File: config.mk
export PLATFORM = sky130hd
export DESIGN_NAME = infoframe_bar_audio_readback
export DESIGN_NICKNAME = d
export VERILOG_FILES = /design/src/rtl/infoframe_readback_pkg.sv /design/src/rtl/infoframe_bar_audio_readback.sv
export VERILOG_INCLUDE_DIRS = /design/src /design/src/rtl
export SDC_FILE = /design/constraint.sdc
export NUM_CORES = 1
export LEC_CHECK = 0
export ABC_AREA = 1
export BUFFER_PORTS_ARGS = -buffer_cell sky130_fd_sc_hd__buf_2
export CAP_MARGIN = 40
export CORE_MARGIN = 3
export CORE_UTILIZATION = 48
export CTS_BUF_LIST = sky130_fd_sc_hd__clkbuf_4 sky130_fd_sc_hd__clkbuf_8
export DETAILED_ROUTE_END_ITERATION = 12
export HOLD_SLACK_MARGIN = 0.06
export PLACE_DENSITY = 0.88
export SYNTH_ARGS = -nofsm -noshare
export SYNTH_HDL_FRONTEND = slang
export SYNTH_SLANG_ARGS = --single-unit
File: constraint.sdc
create_clock -name hclk -period 1.3 [get_ports hclk]
set_input_delay 0.065 -clock hclk [delete_from_list [all_inputs] [get_ports hclk]]
set_output_delay 0.065 -clock hclk [all_outputs]
set_load 0.05 [all_outputs]
File: src/rtl/infoframe_readback_params.svh
// Purpose: Constants for the infoframe bar and audio readback bank
// Assumes: Register byte address is four times the register index
// Notes:   Included by the package and the bank
`ifndef INFOFRAME_READBACK_PARAMS_SVH
`define INFOFRAME_READBACK_PARAMS_SVH

// Register indices (byte address = index * 4)
`define IDX_TOP_BAR_END_LOW      8'h86
`define IDX_CHANGE_FLAGS_A       8'h87
`define IDX_TOP_BAR_END_HIGH     8'h88
`define IDX_BOTTOM_BAR_LOW       8'h89
`define IDX_BOTTOM_BAR_HIGH      8'h8A
`define IDX_LEFT_BAR_LOW         8'h8B
`define IDX_LEFT_BAR_HIGH        8'h8C
`define IDX_RIGHT_BAR_LOW        8'h8D
`define IDX_RIGHT_BAR_HIGH       8'h8E
`define IDX_CHANGE_FLAGS_MIRROR  8'h8F
`define IDX_AUDIO_VERSION        8'h90
`define IDX_AUDIO_FORMAT         8'h91
`define IDX_CHANGE_FLAGS_B       8'h97

// Address layout on the bus
`define ADDR_IDX_LSB             2
`define ADDR_IDX_MSB             9
`define ADDR_TOP_LSB             10

// Flag bit positions
`define FLAG_AVI                 0
`define FLAG_AUDIO               1
`define FLAG_OTHER_LSB           2
`define FLAG_COUNT               7
`define FLAG_OTHER_COUNT         5

// Field layout of the audio format register
`define AUD_FORMAT_LSB           4
`define AUD_FORMAT_MSB           7
`define AUD_CHAN_LSB             0
`define AUD_CHAN_MSB             2

// Reset values
`define RST_BYTE                 8'h00
`define RST_WORD16               16'h0000
`define RST_FLAGS                7'h00
`define RST_WORD32               32'h0000_0000

// AHB encodings
`define HTRANS_BUSY_IDLE_BIT     1
`define HRESP_OKAY               1'b0

`endif

File: src/rtl/infoframe_readback_pkg.sv
// Purpose: Shared types for the infoframe bar and audio readback bank
// Assumes: Constants come from the params header
// Notes:   Types only; flag and index widths come from the header, other widths are fixed here
`include "infoframe_readback_params.svh"

package infoframe_readback_pkg;

  typedef logic [7:0]                   reg_byte_t;
  typedef logic [15:0]                  bar_pos_t;
  typedef logic [`FLAG_COUNT-1:0]       change_flags_t;
  typedef logic [`ADDR_IDX_MSB-`ADDR_IDX_LSB:0] reg_index_t;
  typedef logic [3:0]                   audio_format_t;
  typedef logic [2:0]                   audio_chan_t;

endpackage : infoframe_readback_pkg

File: src/rtl/infoframe_bar_audio_readback.sv
// Purpose: Read-only bank of captured bar positions, audio fields and
//          packet change flags, reached over AHB-Lite
// Assumes: Packet receiver runs on hclk; registers are byte wide in the
//          low lane of a word, byte address = index * 4
// Notes:   Zero wait states; writes and unmapped reads answer OKAY
//          Read data is taken in the address phase and shown in the data phase
//          Addresses above the bank and unmapped indices read as zero
//          hsize and hwdata are accepted and left unused
//          A flag read clears every flag bit; a flag set on that edge survives
//          Bar halves are read one byte at a time and are not held as a pair,
//          so a capture between the two reads can tear a 16-bit value
//          Bar and audio change flags rise only on new content, not on every
//          repeat of an unchanged frame
//          Bar-absent outputs follow the held positions one cycle later
//
// How it works
// - Flag bits 2..6 mark descriptor, MPEG source, ACP, ISRC1, ISRC2 changes
// - Top-bar end high byte at index 0x88, joins low byte as 16 bits
// - Lower bar first line 16 bits at 0x89/0x8A; over line count means none
// - Left bar last pixel 16 bits at 0x8B/0x8C; zero means no left bar
// - Right bar first pixel 16 bits at 0x8D/0x8E; over width means none
// - Index 0x8F returns the same seven flag bits as other flag locations
// - Audio format code sits in bits 7..4 of index 0x91
// - Audio channel total sits in bits 2..0 of index 0x91
// - Reading any flag location clears all flags; new events still win
// - A changed packet of a type sets that type's flag bit
// - Top-bar end of zero means no top bar; low byte at index 0x86
//
// The implementer's own choice: register access over AHB-Lite.
`timescale 1ns/10ps
`default_nettype none
`include "infoframe_readback_params.svh"

module infoframe_bar_audio_readback
  import infoframe_readback_pkg::*;
(
  input  wire logic        hclk,
  input  wire logic        hresetn,
  input  wire logic        hsel,
  input  wire logic [31:0] haddr,
  input  wire logic [1:0]  htrans,
  input  wire logic        hwrite,
  input  wire logic [2:0]  hsize,
  input  wire logic [31:0] hwdata,
  input  wire logic        hready,
  output logic             hreadyout,
  output logic             hresp,
  output logic [31:0]      hrdata,
  input  wire logic        avi_capture_valid,
  input  wire logic [15:0] top_bar_end_in,
  input  wire logic [15:0] bottom_bar_start_in,
  input  wire logic [15:0] left_bar_end_in,
  input  wire logic [15:0] right_bar_start_in,
  input  wire logic        audio_capture_valid,
  input  wire logic [7:0]  audio_frame_version_in,
  input  wire logic [3:0]  audio_format_code_in,
  input  wire logic [2:0]  audio_channel_total_in,
  input  wire logic [4:0]  other_packet_changed,
  input  wire logic [15:0] active_line_total,
  input  wire logic [15:0] active_pixel_total,
  output logic             no_top_bar,
  output logic             no_bottom_bar,
  output logic             no_left_bar,
  output logic             no_right_bar
);

  // Captured fields
  bar_pos_t      top_bar_end_r;
  bar_pos_t      bottom_bar_start_r;
  bar_pos_t      left_bar_end_r;
  bar_pos_t      right_bar_start_r;
  reg_byte_t     audio_frame_version_r;
  audio_format_t audio_format_code_r;
  audio_chan_t   audio_channel_total_r;
  change_flags_t packet_change_flag_r;
  change_flags_t flag_set;

  // Bus decode
  reg_index_t    addr_idx;
  logic          addr_in_range;
  logic          rd_take;
  logic          flag_read;
  reg_byte_t     rd_byte;
  logic          avi_differs;
  logic          audio_differs;
  logic [31:0]   hrdata_r;
  logic [2:0]    unused_size;
  logic [31:0]   unused_wdata;
  logic          xfer_take;

  // Change detection
  logic          top_changed;
  logic          bottom_changed;
  logic          left_changed;
  logic          right_changed;
  logic          version_changed;
  logic          format_changed;
  logic          channels_changed;

  // True when the index is one of the three flag locations
  function automatic logic is_flag_index(input reg_index_t idx);
    is_flag_index = (idx == `IDX_CHANGE_FLAGS_A) ||
                    (idx == `IDX_CHANGE_FLAGS_MIRROR) ||
                    (idx == `IDX_CHANGE_FLAGS_B);
  endfunction : is_flag_index

  // Low or high byte of a 16-bit bar position
  function automatic reg_byte_t bar_byte(input bar_pos_t pos, input logic high);
    bar_byte = high ? pos[15:8] : pos[7:0];
  endfunction : bar_byte

  // Flag word in the low bits of a byte, unused top bit zero
  function automatic reg_byte_t flag_byte(input change_flags_t flags);
    reg_byte_t b;
    b = `RST_BYTE;
    b[`FLAG_COUNT-1:0] = flags;
    flag_byte = b;
  endfunction : flag_byte

  // Audio format code over channel total; bit 3 reads zero
  function automatic reg_byte_t audio_byte(
    input audio_format_t fmt,
    input audio_chan_t   chan
  );
    reg_byte_t b;
    b = `RST_BYTE;
    b[`AUD_FORMAT_MSB:`AUD_FORMAT_LSB] = fmt;
    b[`AUD_CHAN_MSB:`AUD_CHAN_LSB]     = chan;
    audio_byte = b;
  endfunction : audio_byte

  // Read data for one index; unmapped indices read zero
  function automatic reg_byte_t read_mux(
    input reg_index_t    idx,
    input bar_pos_t      top_v,
    input bar_pos_t      bot_v,
    input bar_pos_t      left_v,
    input bar_pos_t      right_v,
    input reg_byte_t     ver_v,
    input audio_format_t fmt_v,
    input audio_chan_t   chan_v,
    input change_flags_t flags_v
  );
    reg_byte_t b;
    b = `RST_BYTE;
    if (is_flag_index(idx)) begin
      b = flag_byte(flags_v);
    end else begin
      unique case (idx)
        `IDX_TOP_BAR_END_LOW:  b = bar_byte(top_v, 1'b0);
        `IDX_TOP_BAR_END_HIGH: b = bar_byte(top_v, 1'b1);
        `IDX_BOTTOM_BAR_LOW:   b = bar_byte(bot_v, 1'b0);
        `IDX_BOTTOM_BAR_HIGH:  b = bar_byte(bot_v, 1'b1);
        `IDX_LEFT_BAR_LOW:     b = bar_byte(left_v, 1'b0);
        `IDX_LEFT_BAR_HIGH:    b = bar_byte(left_v, 1'b1);
        `IDX_RIGHT_BAR_LOW:    b = bar_byte(right_v, 1'b0);
        `IDX_RIGHT_BAR_HIGH:   b = bar_byte(right_v, 1'b1);
        `IDX_AUDIO_VERSION:    b = ver_v;
        `IDX_AUDIO_FORMAT:     b = audio_byte(fmt_v, chan_v);
        default:               b = `RST_BYTE;
      endcase
    end
    read_mux = b;
  endfunction : read_mux

  assign unused_size  = hsize;
  assign unused_wdata = hwdata;

  assign addr_idx      = haddr[`ADDR_IDX_MSB:`ADDR_IDX_LSB];
  assign addr_in_range = (haddr[31:`ADDR_TOP_LSB] == '0);

  // Writes take no action anywhere in this bank
  assign xfer_take = hsel && hready && htrans[`HTRANS_BUSY_IDLE_BIT];
  assign rd_take   = xfer_take && !hwrite;
  assign flag_read = rd_take && addr_in_range && is_flag_index(addr_idx);

  assign rd_byte = addr_in_range ?
                   read_mux(addr_idx, top_bar_end_r, bottom_bar_start_r,
                            left_bar_end_r, right_bar_start_r,
                            audio_frame_version_r, audio_format_code_r,
                            audio_channel_total_r, packet_change_flag_r) :
                   `RST_BYTE;

  // Zero wait states, always OKAY
  assign hreadyout = 1'b1;
  assign hresp     = `HRESP_OKAY;
  assign hrdata    = hrdata_r;

  // Read data is latched at the address phase for the data phase
  // and stands until the next read is taken
  always_ff @(posedge hclk or negedge hresetn) begin
    if (!hresetn) begin
      hrdata_r <= `RST_WORD32;
    end else if (rd_take) begin
      hrdata_r <= {24'h00_0000, rd_byte};
    end
  end

  // Per-field comparison against what is held; a repeated frame with the
  // same content must not raise its change flag
  assign top_changed    = (top_bar_end_in      != top_bar_end_r);
  assign bottom_changed = (bottom_bar_start_in != bottom_bar_start_r);
  assign left_changed   = (left_bar_end_in     != left_bar_end_r);
  assign right_changed  = (right_bar_start_in  != right_bar_start_r);

  assign avi_differs = top_changed    ||
                       bottom_changed ||
                       left_changed   ||
                       right_changed;

  assign version_changed  = (audio_frame_version_in != audio_frame_version_r);
  assign format_changed   = (audio_format_code_in   != audio_format_code_r);
  assign channels_changed = (audio_channel_total_in != audio_channel_total_r);

  assign audio_differs = version_changed ||
                         format_changed  ||
                         channels_changed;

  // Top bar end line; zero means no top bar
  always_ff @(posedge hclk or negedge hresetn) begin
    if (!hresetn) begin
      top_bar_end_r <= `RST_WORD16;
    end else if (avi_capture_valid) begin
      top_bar_end_r <= top_bar_end_in;
    end
  end

  // Bottom bar first line
  always_ff @(posedge hclk or negedge hresetn) begin
    if (!hresetn) begin
      bottom_bar_start_r <= `RST_WORD16;
    end else if (avi_capture_valid) begin
      bottom_bar_start_r <= bottom_bar_start_in;
    end
  end

  // Left bar last pixel
  always_ff @(posedge hclk or negedge hresetn) begin
    if (!hresetn) begin
      left_bar_end_r <= `RST_WORD16;
    end else if (avi_capture_valid) begin
      left_bar_end_r <= left_bar_end_in;
    end
  end

  // Right bar first pixel
  always_ff @(posedge hclk or negedge hresetn) begin
    if (!hresetn) begin
      right_bar_start_r <= `RST_WORD16;
    end else if (avi_capture_valid) begin
      right_bar_start_r <= right_bar_start_in;
    end
  end

  // Audio frame version
  always_ff @(posedge hclk or negedge hresetn) begin
    if (!hresetn) begin
      audio_frame_version_r <= `RST_BYTE;
    end else if (audio_capture_valid) begin
      audio_frame_version_r <= audio_frame_version_in;
    end
  end

  // Audio format code
  always_ff @(posedge hclk or negedge hresetn) begin
    if (!hresetn) begin
      audio_format_code_r <= '0;
    end else if (audio_capture_valid) begin
      audio_format_code_r <= audio_format_code_in;
    end
  end

  // Audio channel total
  always_ff @(posedge hclk or negedge hresetn) begin
    if (!hresetn) begin
      audio_channel_total_r <= '0;
    end else if (audio_capture_valid) begin
      audio_channel_total_r <= audio_channel_total_in;
    end
  end

  // Per-type change events; the bar and audio flags need a capture
  // whose content differs from what is held
  assign flag_set[`FLAG_AVI]   = avi_capture_valid && avi_differs;
  assign flag_set[`FLAG_AUDIO] = audio_capture_valid && audio_differs;

  genvar g;
  generate
    for (g = 0; g < `FLAG_OTHER_COUNT; g++) begin : g_other
      assign flag_set[`FLAG_OTHER_LSB + g] = other_packet_changed[g];
    end

    // A set in the same cycle as a clearing read survives, so an event
    // that lands on the read edge is reported by the next read
    for (g = 0; g < `FLAG_COUNT; g++) begin : g_flag
      always_ff @(posedge hclk or negedge hresetn) begin
        if (!hresetn) begin
          packet_change_flag_r[g] <= 1'b0;
        end else if (flag_set[g]) begin
          packet_change_flag_r[g] <= 1'b1;
        end else if (flag_read) begin
          packet_change_flag_r[g] <= 1'b0;
        end
      end
    end
  endgenerate

  // Top bar absent when its end line is zero
  always_ff @(posedge hclk or negedge hresetn) begin
    if (!hresetn) begin
      no_top_bar <= 1'b1;
    end else begin
      no_top_bar <= (top_bar_end_r == `RST_WORD16);
    end
  end

  // Bottom bar absent when it starts past the last active line;
  // a start equal to the line total still counts as a bar
  always_ff @(posedge hclk or negedge hresetn) begin
    if (!hresetn) begin
      no_bottom_bar <= 1'b1;
    end else begin
      no_bottom_bar <= (bottom_bar_start_r > active_line_total);
    end
  end

  // Left bar absent when its last pixel is zero
  always_ff @(posedge hclk or negedge hresetn) begin
    if (!hresetn) begin
      no_left_bar <= 1'b1;
    end else begin
      no_left_bar <= (left_bar_end_r == `RST_WORD16);
    end
  end

  // Right bar absent when it starts past the last pixel;
  // a start equal to the pixel total still counts as a bar
  always_ff @(posedge hclk or negedge hresetn) begin
    if (!hresetn) begin
      no_right_bar <= 1'b1;
    end else begin
      no_right_bar <= (right_bar_start_r > active_pixel_total);
    end
  end

endmodule : infoframe_bar_audio_readback
`default_nettype wire

**Word level (Yosys, flattened, before mapping)**

Index checks and enable logic that the tools add are counted.

- Flip-flop bits (word level): 98
- Logic and storage cells: 77

- Order comparisons: 2
- Eq/ne operators: 20
- Multiplexer cells: 11
- Reductions and logical operators: 25

Operator list:

| kind | count |
|---|---|
| 8-bit == test, second input constant | 13 |
| 8-bit case mux with 10 select lines | 1 |
| 16-bit != test | 4 |
| 16-bit greater-than comparator | 2 |
| 16-bit logical NOT | 2 |
| 22-bit logical NOT | 1 |
| 8-bit two-way mux | 2 |
| 2-bit nonzero test | 7 |
| 1-bit two-way mux | 8 |
| 8-bit != test | 1 |
| 1-bit logical AND | 7 |
| 1-bit logical OR | 7 |
| 4-bit != test | 1 |
| 3-bit != test | 1 |
| 1-bit logical NOT | 1 |

**Depth between registers and ports, before layout**

- Depth after elaboration: 7
- Depth in mapped cells: 11
- Mapped depth without buffers: 11

**Least setup slack after synthesis**

OpenSTA, ideal clock, no wires.

- Kind: register -> register
- From: register right_bar_start_r[3]
- To: register no_right_bar
- Arrival: 1.169 ns
- Path slack: 0.058 ns
- Cell stages (with the launch flop): 8
- Buffers on the path: 0
- Clock period less this slack: 1.242 ns
- Cell sequence: dfrtp_1 -> ha_1 -> nand2_1 -> o21ai_0 -> nand2_1 -> o211ai_1 -> nand2_1 -> a21oi_1

- Longest elaborated chain between the ends: 1

RTL lines:

| what | line | text |
|---|---|---|
| from (decl) | infoframe_bar_audio_readback.sv:71 | `bar_pos_t right_bar_start_r;` |
| from (signal assigned) | infoframe_bar_audio_readback.sv:249 | `` right_bar_start_r <= `RST_WORD16; `` |
| from (signal assigned) | infoframe_bar_audio_readback.sv:251 | `right_bar_start_r <= right_bar_start_in;` |
| 16-bit greater-than comparator | infoframe_bar_audio_readback.sv:342 | `no_right_bar <= (right_bar_start_r > active_pixel_total);` |
| to (signal assigned) | infoframe_bar_audio_readback.sv:342 |  |
| to (decl) | infoframe_bar_audio_readback.sv:64 | `output logic no_right_bar` |

No other way between the ends.
A chain may end at the register's enable or synchronous reset.

**Worst setup path in the final report**

- From: register right_bar_start_r[12]
- To: register no_right_bar

The elaborated chain is that of the path after synthesis.

==> impl_metrics.env <==
export IMPL_io_pins=230
export IMPL_port_buffers=165
export IMPL_ys_warn_count=0
export IMPL_rows=43
export IMPL_ys_seq_area_share_pct=34.52
export IMPL_outcome="finished with violations"
export IMPL_via_count=8126
export IMPL_fin_nets=1594
export IMPL_grt_busiest_layer="met2"
export IMPL_antenna_found_initial=0
export IMPL_path_clk_slew_ns=0.10
export IMPL_wl_per_cell_um=15.72
export IMPL_setup_viol=4
export IMPL_clock_sinks=98
export IMPL_post_route_drc_count=0
export IMPL_critPathCaptureType="register"
export IMPL_async_flop_share_pct=100.0
export IMPL_dieArea_um2=16330
export IMPL_grt_use_met2_pct=46.73
export IMPL_hold_viol=0
export IMPL_drive_gt1_share_pct=25.38
export IMPL_drt_iter0_drc=847
export IMPL_core_area_um2=14200
export IMPL_ys_flop_type="dfrtp_1"
export IMPL_crit_path_max_incr_delay_ns=0.45
export IMPL_period_needed_ns=1.554
export IMPL_drt_total_wl_mm=24.46
export IMPL_gp_congestion=0.9359
export IMPL_finalNonFillerCells=1556
export IMPL_violations="setup timing"
export IMPL_n_fill_cell=1088
export IMPL_fin_util_pct=70.22
export IMPL_cp_slowest_cell="dfrtp_1"
export IMPL_grt_overflow=0
export IMPL_ant_nets=0
export IMPL_p_total_w=0.008285
export IMPL_r2r_setup_slack_ns=-0.25
export IMPL_start_util_pct=50.12
export IMPL_post_route_period_util_pct=119.6
export IMPL_r2r_start="right_bar_start_r[12]"
export IMPL_die_y_um=127.8
export IMPL_syn_area_per_cell_um2=6.748
export IMPL_hold_path_startpoint="avi_capture_valid"
export IMPL_cts_tree="built"
export IMPL_gr_usage_all_layers_pct=27.92
export IMPL_clock_tree_buffer_depth=2
export IMPL_peakVddDrop_v=0.0006119
export IMPL_post_place_ws_ns=-0.1114
export IMPL_reg2reg_to="no_right_bar"
export IMPL_worstSetupStartpoint="right_bar_start_r[12]"
export IMPL_clk_latency_ns=0.39
export IMPL_numCtsBuffers=9
export IMPL_cap_violations=0
export IMPL_grt_met3_usage_pct=6.750
export IMPL_crit_type="register to register"
export IMPL_synth_cells=1055
export IMPL_crit_path_max_fanout=3
export IMPL_p_per_area_nw_per_um2=830.7
export IMPL_finClkSkew_ns=0.01901
export IMPL_die_w_um=127.8
export IMPL_rsz0062_at_grt="yes"
export IMPL_synth_edf_count=0
export IMPL_grt_max_degree=43
export IMPL_fmax_mhz=643.3
export IMPL_crit_arrival_ns=1.88
export IMPL_hp_class="primary input to register"
export IMPL_synth_cell_types=35
export IMPL_syn2layout_area_growth_pct=40.09
export IMPL_worstPathRequired_ns=1.62
export IMPL_use_met1_pct=34.43
export IMPL_grt_pass1_wl_mm=36.56
export IMPL_whs_path_depth=3
export IMPL_grt_pass1_vias=7708
export IMPL_reg2reg_depth=5
export IMPL_cts_htree_levels=3
export IMPL_crit_chain="ha_1, nand4_1, a31oi_1, nor2_1, a21oi_2"
export IMPL_slew_violations=0
export IMPL_dp_cells=1449
export IMPL_leakagePower_nw=5.405
export IMPL_ys_seq_elements=98
export IMPL_critical_path_startpoint_type="register"
export IMPL_vias_per_cell=5.222
export IMPL_cts_root_buf="clkbuf_8"
export IMPL_setup_ws_ns=-0.2545
export IMPL_drt_pass1_iterations=6
export IMPL_post_synth_instance_area_um2=7119
export IMPL_whs_endpoint="bottom_bar_start_r[15]"
export IMPL_dp_hpwl_mm=17.06
## cells by family (layout without fill, tap and decap cells)
group	count (synthesis)	count (layout)	synth area share, %
multiplexers	9	9	1.424
buffers and inverters	230	526	13.87
flip-flops	98	98	34.52
AND/OR/NAND/NOR	516	516	30.95
other	2	27	0.1055
XOR/XNOR	25	25	3.076
AO/OA/AOI/OAI	143	143	10.44
adder cells (fa/ha/maj)	32	32	5.624
## layout by cell type (no fill, tap or decap), drive strengths merged, types with 3 or more instances in the layout
cell type,count
o21ai,114
xnor2,15
dfrtp,94
clkbuf,14
conb,26
o211ai,3
buf,243
nand2,328
a21o,5
dlygate4sd3,85
inv,182
nor2,102
nand4,16
a21oi,19
mux2,9
nor3,3
xor2,10
ha,32
dfstp,4
nand3,63
nor4,3
## state kept, by name, indices dropped and copies added (netlist names)
register               flops
audio_frame_version_r      8
audio_channel_total_r      3
hrdata                     8
bottom_bar_start_r        16
no_bottom_bar              1
left_bar_end_r            16
no_top_bar                 1
no_left_bar                1
right_bar_start_r         16
audio_format_code_r        4
top_bar_end_r             16
packet_change_flag_r       7
no_right_bar               1
## timing repair
| action | 4_1_cts | 5_1_grt |
|---|---|---|
| pin swaps | 3 | 32 |
| cloned | 0 | 0 |
| hold buffers | 85 | 0 |
| endpoints found under the setup margin | 5 | 8 |
| hold endpoints to repair | 180 | 0 |
| setup buffers | 2 | 5 |
| resized for setup | 13 | 48 |
## worst max-delay path by stage
stage	end	slack, ns	cells past startpoint
floorplan	no_right_bar	0.06	7
global placement	hrdata[7]	-0.07	10
detailed placement	no_right_bar	-0.11	7
CTS	packet_change_flag_r[0]	-0.10	9
global route	no_right_bar	-0.34	5
finish	no_right_bar	-0.25	5
## power breakdown
part           switching, W  total (W)  leakage, nW  internal, W
Clock               0.00111    0.00220        0.114      0.00109
Combinational       0.00145    0.00256         4.13      0.00111
Sequential         0.000235    0.00353         1.16      0.00329
## worst max-delay path: cells and delay by family, from the launching register on
kind | cells | cell delay [ns]
DFF | 1 | 0.45
AOI/OAI and AO/OA | 2 | 0.43
adders and majority gates | 1 | 0.32
and+or+nand+nor | 2 | 0.30
## layout make-up
type	instances	area, um^2	share of cell area, %
multi-input cells	751	4008	40.18
flip-flops and latches	98	2467	24.74
repair buffers	328	2372	23.79
inverters	182	683.2	6.850
well taps	180	225.2	2.258
clock buffers	14	180.2	1.807
clock inverters	2	35.03	0.3513
diodes	1	2.502	0.02509
## per-stage QoR
step | hold WS [ns] | instance area, um^2 | TNS (ns)
final | 0.07644 | 9973 | -0.6621
after global routing | 0.08238 | 9971 | -1.152
after CTS | 0.06644 | 9722 | -0.3353
after detailed placement | 0.01855 | 8572 | -0.6633
after global placement | 0.01722 | 8572 | -0.3320
after floorplan | -0.2306 | 7209 | 0
## routing by layer
layer | part of all wire (%) | up-vias
met5 | 0 | -
met4 | 4.9 | 0
met3 | 9.1 | 117
met2 | 48 | 474
met1 | 38 | 3678
li1 | - | 3857
## synth_stat cells, types with 5 or more instances
library cell	count	area, um^2
buf_2	6	30.03
dfrtp_1	94	2352
nor2_1	90	337.8
mux2_2	9	101.4
buf_4	27	202.7
xnor2_1	15	131.4
a21oi_1	18	90.09
a21o_1	5	37.54
o21ai_0	88	440.4
xor2_1	10	87.58
nand2_1	321	1205
nor2_4	7	78.83
nand4_1	16	100.1
nand2_2	6	37.54
nand3_1	58	290.3
clkbuf_1	13	48.80
inv_1	178	668.1
ha_1	32	400.4
o21ai_1	26	130.1
No activity file was read; power rests on OpenSTA's default activity.
